### src/rtl/smtp_consts.svh
// register offsets, field positions, reset values and timing counts
`ifndef SMTP_CONSTS_SVH
`define SMTP_CONSTS_SVH
`define SMTP_CTRL_ADDR 8'h09
`define SMTP_TAP_LSB 0
`define SMTP_TAP_MSB 2
`define SMTP_BON_BIT 3
`define SMTP_BLF_BIT 5
`define SMTP_CTRL_RST 8'h00
`define SMTP_CLK_PERIOD_NS 4
`define SMTP_LVR_TIME_NS 1000000
`define SMTP_LVR_CYCLES ((`SMTP_LVR_TIME_NS + `SMTP_CLK_PERIOD_NS - 1) / `SMTP_CLK_PERIOD_NS)
`define SMTP_BON_WAIT_NS 1000000
`define SMTP_BZ_SEL_RST 0
`define SMTP_TAP_BASE 4
`endif

### src/rtl/smtp_pkg.sv
// types shared by the supply monitor and tone pin block
package smtp_pkg;
   typedef enum logic [1:0] {
      SMTP_SUP_BOTH = 2'b00,
      SMTP_SUP_NONE = 2'b01,
      SMTP_SUP_DET_ONLY = 2'b10
   } smtp_supply_opt_t;
   typedef enum logic [1:0] {
      SMTP_LVR_IDLE = 2'b00,
      SMTP_LVR_COUNT = 2'b01,
      SMTP_LVR_FIRE = 2'b10
   } smtp_lvr_state_t;
   typedef struct packed {
      logic [7:0] addr;
      logic wr;
      logic rd;
      logic [7:0] wdata;
   } smtp_reg_req_t;
endpackage

### src/rtl/smtp_lvr_filter.sv
// supply-drop filter: fires only on a low supply held past the limit
`timescale 1ns/10ps
`default_nettype none
`include "smtp_consts.svh"
module smtp_lvr_filter #(
   parameter int unsigned LVR_CYCLES = `SMTP_LVR_CYCLES
) (
   // clock, reset, enable
   input wire logic ref_clk_i,
   input wire logic rst_i,
   input wire logic ce_i,
   // supply sense
   input wire logic arm_i,
   input wire logic low_i,
   output logic fire_o
);
   localparam int unsigned CW = $clog2(LVR_CYCLES + 1);
   smtp_pkg::smtp_lvr_state_t state;
   logic [CW-1:0] cnt;

   // =====================================================
   // filter state
   always_ff @(posedge ref_clk_i) begin
      if (rst_i) begin
         state <= smtp_pkg::SMTP_LVR_IDLE;
      end else if (ce_i) begin
         if (!arm_i || !low_i) begin
            state <= smtp_pkg::SMTP_LVR_IDLE;
         end else begin
            unique case (state)
               smtp_pkg::SMTP_LVR_IDLE: state <= smtp_pkg::SMTP_LVR_COUNT;
               smtp_pkg::SMTP_LVR_COUNT: begin
                  if (cnt == CW'(LVR_CYCLES)) begin
                     state <= smtp_pkg::SMTP_LVR_FIRE;
                  end
               end
               smtp_pkg::SMTP_LVR_FIRE: state <= smtp_pkg::SMTP_LVR_FIRE;
               default: state <= smtp_pkg::SMTP_LVR_IDLE;
            endcase
         end
      end
   end

   // low samples seen so far
   always_ff @(posedge ref_clk_i) begin
      if (rst_i) begin
         cnt <= '0;
      end else if (ce_i) begin
         if (!arm_i || !low_i) begin
            cnt <= '0;
         end else if (state != smtp_pkg::SMTP_LVR_FIRE) begin
            cnt <= cnt + CW'(1);
         end
      end
   end

   assign fire_o = (state == smtp_pkg::SMTP_LVR_FIRE);
endmodule
`default_nettype wire

### src/rtl/smtp_supply_tone.sv
// supply monitor, reset combiner and tone pin top
`timescale 1ns/10ps
`default_nettype none
`include "smtp_consts.svh"
module smtp_supply_tone #(
   parameter logic BUZZER_ON = 1'b1,
   parameter logic PFD_ON = 1'b1,
   parameter smtp_pkg::smtp_supply_opt_t SUPPLY_OPT = smtp_pkg::SMTP_SUP_BOTH,
   parameter int unsigned BZ_SEL = `SMTP_BZ_SEL_RST,
   parameter int unsigned TAP_BASE = `SMTP_TAP_BASE,
   parameter int unsigned LVR_CYCLES = `SMTP_LVR_CYCLES
) (
   // clock, reset, enable
   input wire logic ref_clk_i,
   input wire logic rst_i,
   input wire logic ce_i,
   // data memory access
   input wire smtp_pkg::smtp_reg_req_t reg_req_i,
   output logic [7:0] reg_rdata_o,
   // analog sense and chip state
   input wire logic batt_low_i,
   input wire logic supply_low_i,
   input wire logic halt_i,
   input wire logic external_reset_n_i,
   // timing sources
   input wire logic fs_tick_i,
   input wire logic timer_ovf_i,
   // port a output latches
   input wire logic port_a_bit0_latch_i,
   input wire logic port_a_bit1_latch_i,
   input wire logic port_a_bit3_latch_i,
   // pins and status
   output logic port_a_bit0_o,
   output logic port_a_bit1_o,
   output logic port_a_bit3_o,
   output logic chip_reset_o,
   output logic rtc_tap_o,
   output logic low_volt_detect_on_o,
   output logic battery_low_flag_o
);
   // =====================================================
   // build options
   localparam logic DET_ALLOWED = (SUPPLY_OPT != smtp_pkg::SMTP_SUP_NONE);
   localparam logic LVR_ALLOWED = (SUPPLY_OPT == smtp_pkg::SMTP_SUP_BOTH);

   logic [2:0] prescaler_tap_sel;
   logic low_volt_detect_on;
   logic battery_low_flag;
   logic freq_divider_out;
   logic buzzer_tone_out;
   logic tap_w;
   logic lvr_fire;
   logic det_active;
   logic ctrl_hit;
   logic next_bit0;
   logic next_bit1;
   logic next_bit3;

   localparam logic [7:0] CTRL_RST = `SMTP_CTRL_RST;

   assign ctrl_hit = (reg_req_i.addr == `SMTP_CTRL_ADDR);
   assign det_active = DET_ALLOWED && low_volt_detect_on;

   // =====================================================
   // control register writable fields
   always_ff @(posedge ref_clk_i) begin
      if (rst_i) begin
         prescaler_tap_sel <= CTRL_RST[`SMTP_TAP_MSB:`SMTP_TAP_LSB];
         low_volt_detect_on <= CTRL_RST[`SMTP_BON_BIT];
      end else if (ce_i && reg_req_i.wr && ctrl_hit) begin
         prescaler_tap_sel <= reg_req_i.wdata[`SMTP_TAP_MSB:`SMTP_TAP_LSB];
         low_volt_detect_on <= reg_req_i.wdata[`SMTP_BON_BIT];
      end
   end

   // =====================================================
   // battery low flag, forced low while detector off
   always_ff @(posedge ref_clk_i) begin
      if (rst_i) begin
         battery_low_flag <= 1'b0;
      end else if (ce_i) begin
         battery_low_flag <= det_active && batt_low_i;
      end
   end

   // =====================================================
   // register read port, unused bits read zero
   always_ff @(posedge ref_clk_i) begin
      if (rst_i) begin
         reg_rdata_o <= 8'h00;
      end else if (ce_i && reg_req_i.rd) begin
         if (ctrl_hit) begin
            reg_rdata_o <= 8'h00;
            reg_rdata_o[`SMTP_TAP_MSB:`SMTP_TAP_LSB] <= prescaler_tap_sel;
            reg_rdata_o[`SMTP_BON_BIT] <= low_volt_detect_on;
            reg_rdata_o[`SMTP_BLF_BIT] <= battery_low_flag;
         end else begin
            reg_rdata_o <= 8'h00;
         end
      end
   end

   // =====================================================
   // tone divider and prescaler taps
   smtp_tone_div #(
      .BZ_SEL(BZ_SEL),
      .TAP_BASE(TAP_BASE)
   ) u_tone (
      .ref_clk_i(ref_clk_i),
      .rst_i(rst_i),
      .ce_i(ce_i),
      .fs_tick_i(fs_tick_i),
      .tap_sel_i(prescaler_tap_sel),
      .tone_o(buzzer_tone_out),
      .tap_o(tap_w)
   );

   // =====================================================
   // divider output, half the timer overflow rate
   always_ff @(posedge ref_clk_i) begin
      if (rst_i) begin
         freq_divider_out <= 1'b0;
      end else if (ce_i && timer_ovf_i) begin
         freq_divider_out <= !freq_divider_out;
      end
   end

   // =====================================================
   // pin selection
   always_comb begin
      if (BUZZER_ON) begin
         next_bit0 = !port_a_bit0_latch_i && buzzer_tone_out;
         next_bit1 = !port_a_bit0_latch_i && !port_a_bit1_latch_i
            && !buzzer_tone_out;
      end else begin
         next_bit0 = port_a_bit0_latch_i;
         next_bit1 = port_a_bit1_latch_i;
      end
      if (PFD_ON) begin
         next_bit3 = !port_a_bit3_latch_i && freq_divider_out;
      end else begin
         next_bit3 = port_a_bit3_latch_i;
      end
   end

   always_ff @(posedge ref_clk_i) begin
      if (rst_i) begin
         port_a_bit0_o <= 1'b0;
         port_a_bit1_o <= 1'b0;
         port_a_bit3_o <= 1'b0;
      end else if (ce_i) begin
         port_a_bit0_o <= next_bit0;
         port_a_bit1_o <= next_bit1;
         port_a_bit3_o <= next_bit3;
      end
   end

   // =====================================================
   // supply-drop filter and reset combiner
   smtp_lvr_filter #(
      .LVR_CYCLES(LVR_CYCLES)
   ) u_lvr (
      .ref_clk_i(ref_clk_i),
      .rst_i(rst_i),
      .ce_i(ce_i),
      .arm_i(LVR_ALLOWED && !halt_i),
      .low_i(supply_low_i),
      .fire_o(lvr_fire)
   );

   always_ff @(posedge ref_clk_i) begin
      if (rst_i) begin
         chip_reset_o <= 1'b0;
      end else if (ce_i) begin
         chip_reset_o <= lvr_fire || !external_reset_n_i;
      end
   end

   // =====================================================
   // status outputs
   always_ff @(posedge ref_clk_i) begin
      if (rst_i) begin
         rtc_tap_o <= 1'b0;
         low_volt_detect_on_o <= 1'b0;
         battery_low_flag_o <= 1'b0;
      end else if (ce_i) begin
         rtc_tap_o <= tap_w;
         low_volt_detect_on_o <= det_active;
         battery_low_flag_o <= battery_low_flag;
      end
   end
endmodule
`default_nettype wire

### src/rtl/smtp_tone_div.sv
// buzzer tone divider and clock prescaler tap mux
`timescale 1ns/10ps
`default_nettype none
`include "smtp_consts.svh"
module smtp_tone_div #(
   parameter int unsigned BZ_SEL = `SMTP_BZ_SEL_RST,
   parameter int unsigned TAP_BASE = `SMTP_TAP_BASE
) (
   // clock, reset, enable
   input wire logic ref_clk_i,
   input wire logic rst_i,
   input wire logic ce_i,
   // system clock tick and tap select
   input wire logic fs_tick_i,
   input wire logic [2:0] tap_sel_i,
   // divided outputs
   output logic tone_o,
   output logic tap_o
);
   localparam int unsigned PW = TAP_BASE + 8;
   logic [PW-1:0] cnt;
   logic [7:0] taps;

   // =====================================================
   // prescaler counter, one step per system clock tick
   always_ff @(posedge ref_clk_i) begin
      if (rst_i) begin
         cnt <= '0;
      end else if (ce_i && fs_tick_i) begin
         cnt <= cnt + PW'(1);
      end
   end

   // bit k has a period of 2^(k+1) ticks
   assign tone_o = cnt[BZ_SEL + 1];
   assign taps = cnt[TAP_BASE +: 8];
   assign tap_o = taps[tap_sel_i];
endmodule
`default_nettype wire

### config.mk
export PLATFORM = sky130hd
export DESIGN_NAME = smtp_supply_tone
export DESIGN_NICKNAME = d
export VERILOG_FILES = /design/src/rtl/smtp_pkg.sv /design/src/rtl/smtp_lvr_filter.sv /design/src/rtl/smtp_supply_tone.sv /design/src/rtl/smtp_tone_div.sv
export VERILOG_INCLUDE_DIRS = /design/src /design/src/rtl
export SDC_FILE = /design/constraint.sdc
export NUM_CORES = 1
export LEC_CHECK = 0
export ABC_CLOCK_PERIOD_IN_PS = 6700
export BUFFER_PORTS_ARGS = -buffer_cell sky130_fd_sc_hd__buf_2
export CAP_MARGIN = 20
export CELL_PAD_IN_SITES_DETAIL_PLACEMENT = 1
export CELL_PAD_IN_SITES_GLOBAL_PLACEMENT = 2
export CORE_MARGIN = 2
export CORE_UTILIZATION = 35
export CTS_BUF_LIST = sky130_fd_sc_hd__clkbuf_4 sky130_fd_sc_hd__clkbuf_8
export DETAILED_ROUTE_END_ITERATION = 6
export GPL_TIMING_DRIVEN = 0
export PLACE_DENSITY_LB_ADDON = 0.1
export SKIP_LAST_GASP = 1
export SYNTH_ARGS = -nofsm -noshare
export SYNTH_HDL_FRONTEND = slang
export SYNTH_HIERARCHICAL = 1
export SYNTH_SLANG_ARGS = --single-unit
### constraint.sdc
create_clock -name ref_clk_i -period 6.7 [get_ports ref_clk_i]
set_clock_uncertainty 0.05 [all_clocks]
set_input_delay 0.335 -clock ref_clk_i [delete_from_list [all_inputs] [get_ports ref_clk_i]]
set_output_delay 0.335 -clock ref_clk_i [all_outputs]
set_load 0.02 [all_outputs]
== After elaboration in Yosys (flattened, before gate mapping) ==
Index checks and enable logic that the tools add are counted.

* $lt $le $gt $ge: 1
* Reductions and logical operators: 23
* $add $sub $neg: 2
* Multiplexer cells: 8
* Eq/ne operators: 6

{| class="wikitable"
|+ Operators with widths
! kind !! number
|-
| $mux W18 || 2
|-
| $add A18 B1 Y18 const B || 1
|-
| $eq A18 B18 Y1 const B || 1
|-
| $add A12 B1 Y12 const B || 1
|-
| $logic_and A1 B1 Y1 || 10
|-
| $eq A8 B4 Y1 const B || 1
|-
| $logic_not A1 Y1 || 7
|-
| $mux W6 || 1
|-
| $pmux W2 S3 || 1
|-
| $lt A3 B4 Y1 const B || 1
|-
| $mux W2 || 2
|-
| $reduce_and A2 Y1 || 2
|-
| $bmux W1 S3 || 1
|-
| $ne A3 B1 Y1 const B || 1
|-
| $eq A2 B1 Y1 const B || 1
|-
| $eq A2 B2 Y1 const B || 1
|-
| $logic_not A2 Y1 || 1
|-
| $logic_or A1 B1 Y1 || 2
|-
| $ne A2 B2 Y1 const B || 1
|-
| $reduce_bool A2 Y1 || 1
|-
| $mux W1 || 1
|}

* Register bits after elaboration: 53
* Logic and storage cells: 55
* Output and inout port bits: 15
* Input bits: 30

== Logic depth before layout (Yosys ltp) ==
* Depth after elaboration: 4
* Mapped depth: 8
* Depth with buffers taken out: 6

== By module ==
The synthesis kept the hierarchy.

{| class="wikitable"
|+ By module, submodules not included
! module !! area each (um2) !! cells an instance !! times used !! seq. area each (um2)
|-
| smtp_lvr_filter || 1,094.8 || 132 || 1 || 400.4
|-
| smtp_supply_tone || 792.0 || 83 || 1 || 360.3
|-
| smtp_tone_div || 635.6 || 68 || 1 || 240.2
|}

== Least setup slack after synthesis ==
Ideal clock, no wire load.

* Path type: register to register
* Start point: register u_lvr.state[0]
* End point: register u_lvr.cnt[15]
* Period minus slack after synthesis: 2.291 ns
* Path slack: 4.409 ns
* Arrival: 2.171 ns
* Data required time: 6.580 ns
* Setup time: 0.070 ns
* Path buffers: 2
* Cell stages (with the launch flop): 9
* Cells stage by stage: dfxtp_1 -> inv_1 -> ha_1 -> and3_1 -> buf_6 -> or4_4 -> buf_6 -> or4_1 -> a21oi_1

* Word-level cells in the longest chain between the ends: 3

{| class="wikitable"
|+ RTL lines
! what !! line !! RTL
|-
| start, declared || smtp_lvr_filter.sv:18 || <nowiki>smtp_pkg::smtp_lvr_state_t state;</nowiki>
|-
| start signal, assigned || smtp_lvr_filter.sv:25 || <nowiki>state <= smtp_pkg::SMTP_LVR_IDLE;</nowiki>
|-
| start signal, assigned || smtp_lvr_filter.sv:28 || <nowiki>state <= smtp_pkg::SMTP_LVR_IDLE;</nowiki>
|-
| start signal, assigned || smtp_lvr_filter.sv:31 || <nowiki>smtp_pkg::SMTP_LVR_IDLE: state <= smtp_pkg::SMTP_LVR_COUNT;</nowiki>
|-
| $ne A2 B2 Y1 || smtp_lvr_filter.sv:51 || <nowiki>end else if (state != smtp_pkg::SMTP_LVR_FIRE) begin</nowiki>
|-
| $reduce_bool A2 Y1 (no line) || - ||
|-
| $reduce_and A2 Y1 (no line) || - ||
|-
| end signal, assigned || smtp_lvr_filter.sv:52 || <nowiki>cnt <= cnt + CW'(1);</nowiki>
|-
| end, declared || smtp_lvr_filter.sv:19 || <nowiki>logic [CW-1:0] cnt;</nowiki>
|}

Every way passes these cells.
A chain may end at the register's enable or synchronous reset.

== Worst setup path after layout ==
Ends and elaborated chain as after synthesis.

==> metrics.log <==
[metrics] area delta synth->final: 16.9%
[metrics] Unique masters post-synth: 46
[metrics] post-detail-place hpwl: 4.40 mm
[metrics] Starting Density: 36.7%
[metrics] Post-synth EDFFs: 0
[metrics] post-detailed-placement cell area: 0.00284 mm²
[metrics] routed via count: 2143
[metrics] setup fix buffers added after clock tree synthesis: 0
[metrics] final routed wirelength across all metal layers: 5.86 mm
[metrics] post-cts resize count: 0
[metrics] Hold Path Cell Cnt: 2
[metrics] CP endpoint kind: register
[metrics] Skew-Pair Late Insertion Delay: 0.30 ns
[metrics] final critical path time including I/O delays and setup: 2.48 ns
[metrics] Setup TNS: 0 ns
[metrics] routability cong.: 0.746
[metrics] total global-route track usage: 15.7%
[metrics] number of top-level pins: 45
[metrics] transition time at the pin with the least slew margin: 0.882 ns
[metrics] Iteration-0 DRC Markers: 52
[metrics] R2R depth: 8
[metrics] Max IR drop VDD: 0.0901 mV
[metrics] R2R Setup Slk: 4.22 ns
[metrics] warnings from Yosys: 6
[metrics] synthesis-stage register bit count: 50
[metrics] CTS tree: yes
[metrics] top cells by instance count after synthesis: dfxtp_1 (50), a21oi_1 (27), nor2_1 (23), nand2_1 (21)
[metrics] Reg-to-Reg Start: u_lvr/state[0]$_SDFFE_PP0P_
[metrics] routed len/inst: 13.8 µm
[metrics] Clock Path Buffers: 2
[metrics] Hold EP: chip_reset_o$_SDFFE_PP0P_
[metrics] # setup viols final: 0
[metrics] std cell rows: 30
[metrics] CTS Hold Bufs: 0
[metrics] leakage power summed over all cells: 1.06 nW
[metrics] number of optimization iterations in the first detailed-route pass: 4
[metrics] data required time at the worst endpoint: 6.89 ns
[metrics] fraction of registers with async set or reset after synthesis: 0%
[metrics] DRC violation count after routing: 0
[metrics] drt via density: 5.03
[metrics] Core Region: 0.00687 mm²
[metrics] clk slew on worst S/H paths: 0.10 ns
[metrics] endpoints failing hold: 0
[metrics] leading cell types by total area after synthesis: dfxtp_1 (40%), a21oi_1 (5.4%), mux2i_1 (4.0%), nor2_1 (3.4%), nand2b_1 (3.2%)
[metrics] pins over their slew limit: 0
[metrics] data arrival time of the critical path: 2.68 ns
[metrics] top fanout value on the critical path: 10
[metrics] cell count after synthesis: 283
[metrics] diode count: 0
[metrics] sequential fraction of the synthesis area: 39.7%
[metrics] antenna violations before repair: 0
[metrics] vertical extent of the die: 88.9 µm
[metrics] Die Outline Area: 0.00790 mm²
[metrics] Tightest Hold Check Type: input pin to register
[metrics] post-route standard cell area excluding fillers: 0.00295 mm²
[metrics] first-pass GRT wire length: 9.77 mm
[metrics] buffer cell driving the clock tree root: clkbuf_8
[metrics] TritonCTS buffer count: 5
[metrics] vias in the first global route: 2059
[metrics] horizontal die dimension: 88.9 µm
[metrics] DRT antenna net count: 0
[metrics] aggregate global routing overflow: 0
[metrics] Post-synth top flop: dfxtp_1
[metrics] hold_sp: external_reset_n_i
[metrics] unrepaired setup endpoints after global routing: false
[metrics] pin count of the biggest net entering global routing: 17
[metrics] FMAX: 403 MHz
[metrics] cell taking the most area after synthesis: dfxtp_1
[metrics] most instantiated library cell after synthesis: dfxtp_1
[metrics] run status: finished, final reports clean
[metrics] remaining max-slew budget at the tightest pin: 40.5%
[metrics] synthesized area per cell: 8.91 µm²
[metrics] fraction of final layout cells with drive strength greater than 1: 21.5%
[metrics] startpoint-to-endpoint class of the critical path: register to register
[metrics] count of max-cap constraint violations: 0
[metrics] Netlist Area Pre-Place: 0.00252 mm²
[metrics] Final Cycle Share: 37.1%
[metrics] number of clock sinks seen by CTS: 50
[metrics] Pwr per Cell Area: 190 mW/mm²
[metrics] sort of element at the start of the critical path: register
[metrics] worst reg2reg endpoint: u_lvr/cnt[15]$_SDFFE_PP0P_
[metrics] fraction of synthesized cell area taken by the top area cell type: 39.7%
[metrics] post-layout net count: 365
[metrics] Port-buffer cells: 37
[metrics] count of H-tree levels built during CTS: 2
per-stage QoR:
| step | hold slack, ns | worst slack, ns | power, mW | utilization (%) | instances |
|---|---|---|---|---|---|
| floorplan | 0.397 | 4.41 | 0.333 | - | 285 |
| global placement | 0.389 | 4.23 | 0.351 | 41.3 | 418 |
| detailed placement | 0.399 | 4.19 | 0.352 | 41.3 | 418 |
| CTS | 0.158 | 4.21 | 0.571 | 42.9 | 426 |
| global route | 0.174 | 4.09 | 0.588 | 42.9 | 426 |
| finish | 0.170 | 4.22 | 0.562 | 42.9 | 426 |
flip-flops by register name, indices dropped and copies added (netlist names):
signal,flops
battery_low_flag,1
battery_low_flag_o,1
chip_reset_o,1
det_active,1
freq_divider_out,1
low_volt_detect_on_o,1
port_a_bit0_o,1
port_a_bit1_o,1
port_a_bit3_o,1
prescaler_tap_sel,3
reg_rdata_o,5
rtc_tap_o,1
u_lvr/cnt,18
u_lvr/state,2
u_tone/cnt,12
per-layer routing:
layer / wire length (µm) / GRT usage, % / vias up
li1: - / - / 1097
met1: 3070 / 22.4 / 1012
met2: 2560 / 24.2 / 30
met3: 179 / 3.32 / 4
met4: 43 / 4.13 / 0
met5: 0 / 0 / -
final cells by class:
type | instances | area [µm²]
fill | 842 | 3920
multi-input combinational | 208 | 1380
sequential | 50 | 1000
timing repair buffer | 37 | 185
tap | 96 | 120
buffer | 13 | 95.1
clock buffer | 5 | 68.8
inverter | 14 | 52.6
clock inverter | 3 | 45.0
critical path, stage by stage (launching register included):
cell and delay [ns]:
dfxtp_1 0.37, inv_1 0.07, ha_1 0.30, and3_1 0.19, buf_6 0.13, or4_4 0.54, buf_6 0.16, or4_1 0.47
a21oi_1 0.15
cells by family (layout without fill, tap and decap cells):
group | Yosys count | in the layout | synth area share [%]
AOI/OAI and AO/OA | 50 | 50 | 11.2
xor gates and xnor gates | 8 | 8 | 2.78
adders and majority gates | 6 | 6 | 2.98
buffers and inverters | 27 | 72 | 5.85
DFF | 50 | 50 | 39.7
muxes | 16 | 16 | 7.54
other | 1 | 3 | 0.149
and+or+nand+nor | 125 | 125 | 29.9
worst max-delay path by stage:
stage / slack, ns / from / depth (start not counted) / end
5_1_grt: 4.09 / u_lvr/state[0]$_SDFFE_PP0P_ / 8 / u_lvr/cnt[15]$_SDFFE_PP0P_
3_3_place_gp: 4.23 / ce_i / 7 / u_lvr/cnt[15]$_SDFFE_PP0P_
3_5_place_dp: 4.19 / ce_i / 7 / u_lvr/cnt[15]$_SDFFE_PP0P_
6_report: 4.22 / u_lvr/state[0]$_SDFFE_PP0P_ / 8 / u_lvr/cnt[15]$_SDFFE_PP0P_
2_1_floorplan: 4.41 / u_lvr/state[0]$_SDFFE_PP0P_ / 8 / u_lvr/cnt[15]$_SDFFE_PP0P_
4_1_cts: 4.21 / u_lvr/state[0]$_SDFFE_PP0P_ / 8 / u_lvr/cnt[15]$_SDFFE_PP0P_
power by group:
group	leakage, nW	internal (mW)	total, mW	switching (mW)
sequential	0.404	0.300	0.303	0.00264
combinational	0.609	0.0171	0.0412	0.0241
clock	0.0504	0.111	0.218	0.107
layout by cell type (no fill, tap or decap), types with 7 or more instances in the layout:
cell | Yosys | layout
buf_2 | 1 | 38
nor2_1 | 23 | 23
o31ai_1 | 7 | 7
mux2i_1 | 10 | 10
or4_1 | 8 | 8
a21oi_1 | 27 | 27
nand3_1 | 13 | 13
inv_1 | 13 | 13
nand2b_1 | 13 | 13
dfxtp_1 | 50 | 50
o21ai_0 | 12 | 12
nand4_1 | 9 | 9
nand2_1 | 21 | 21
Note: power is estimated with default switching activity, not from simulation.
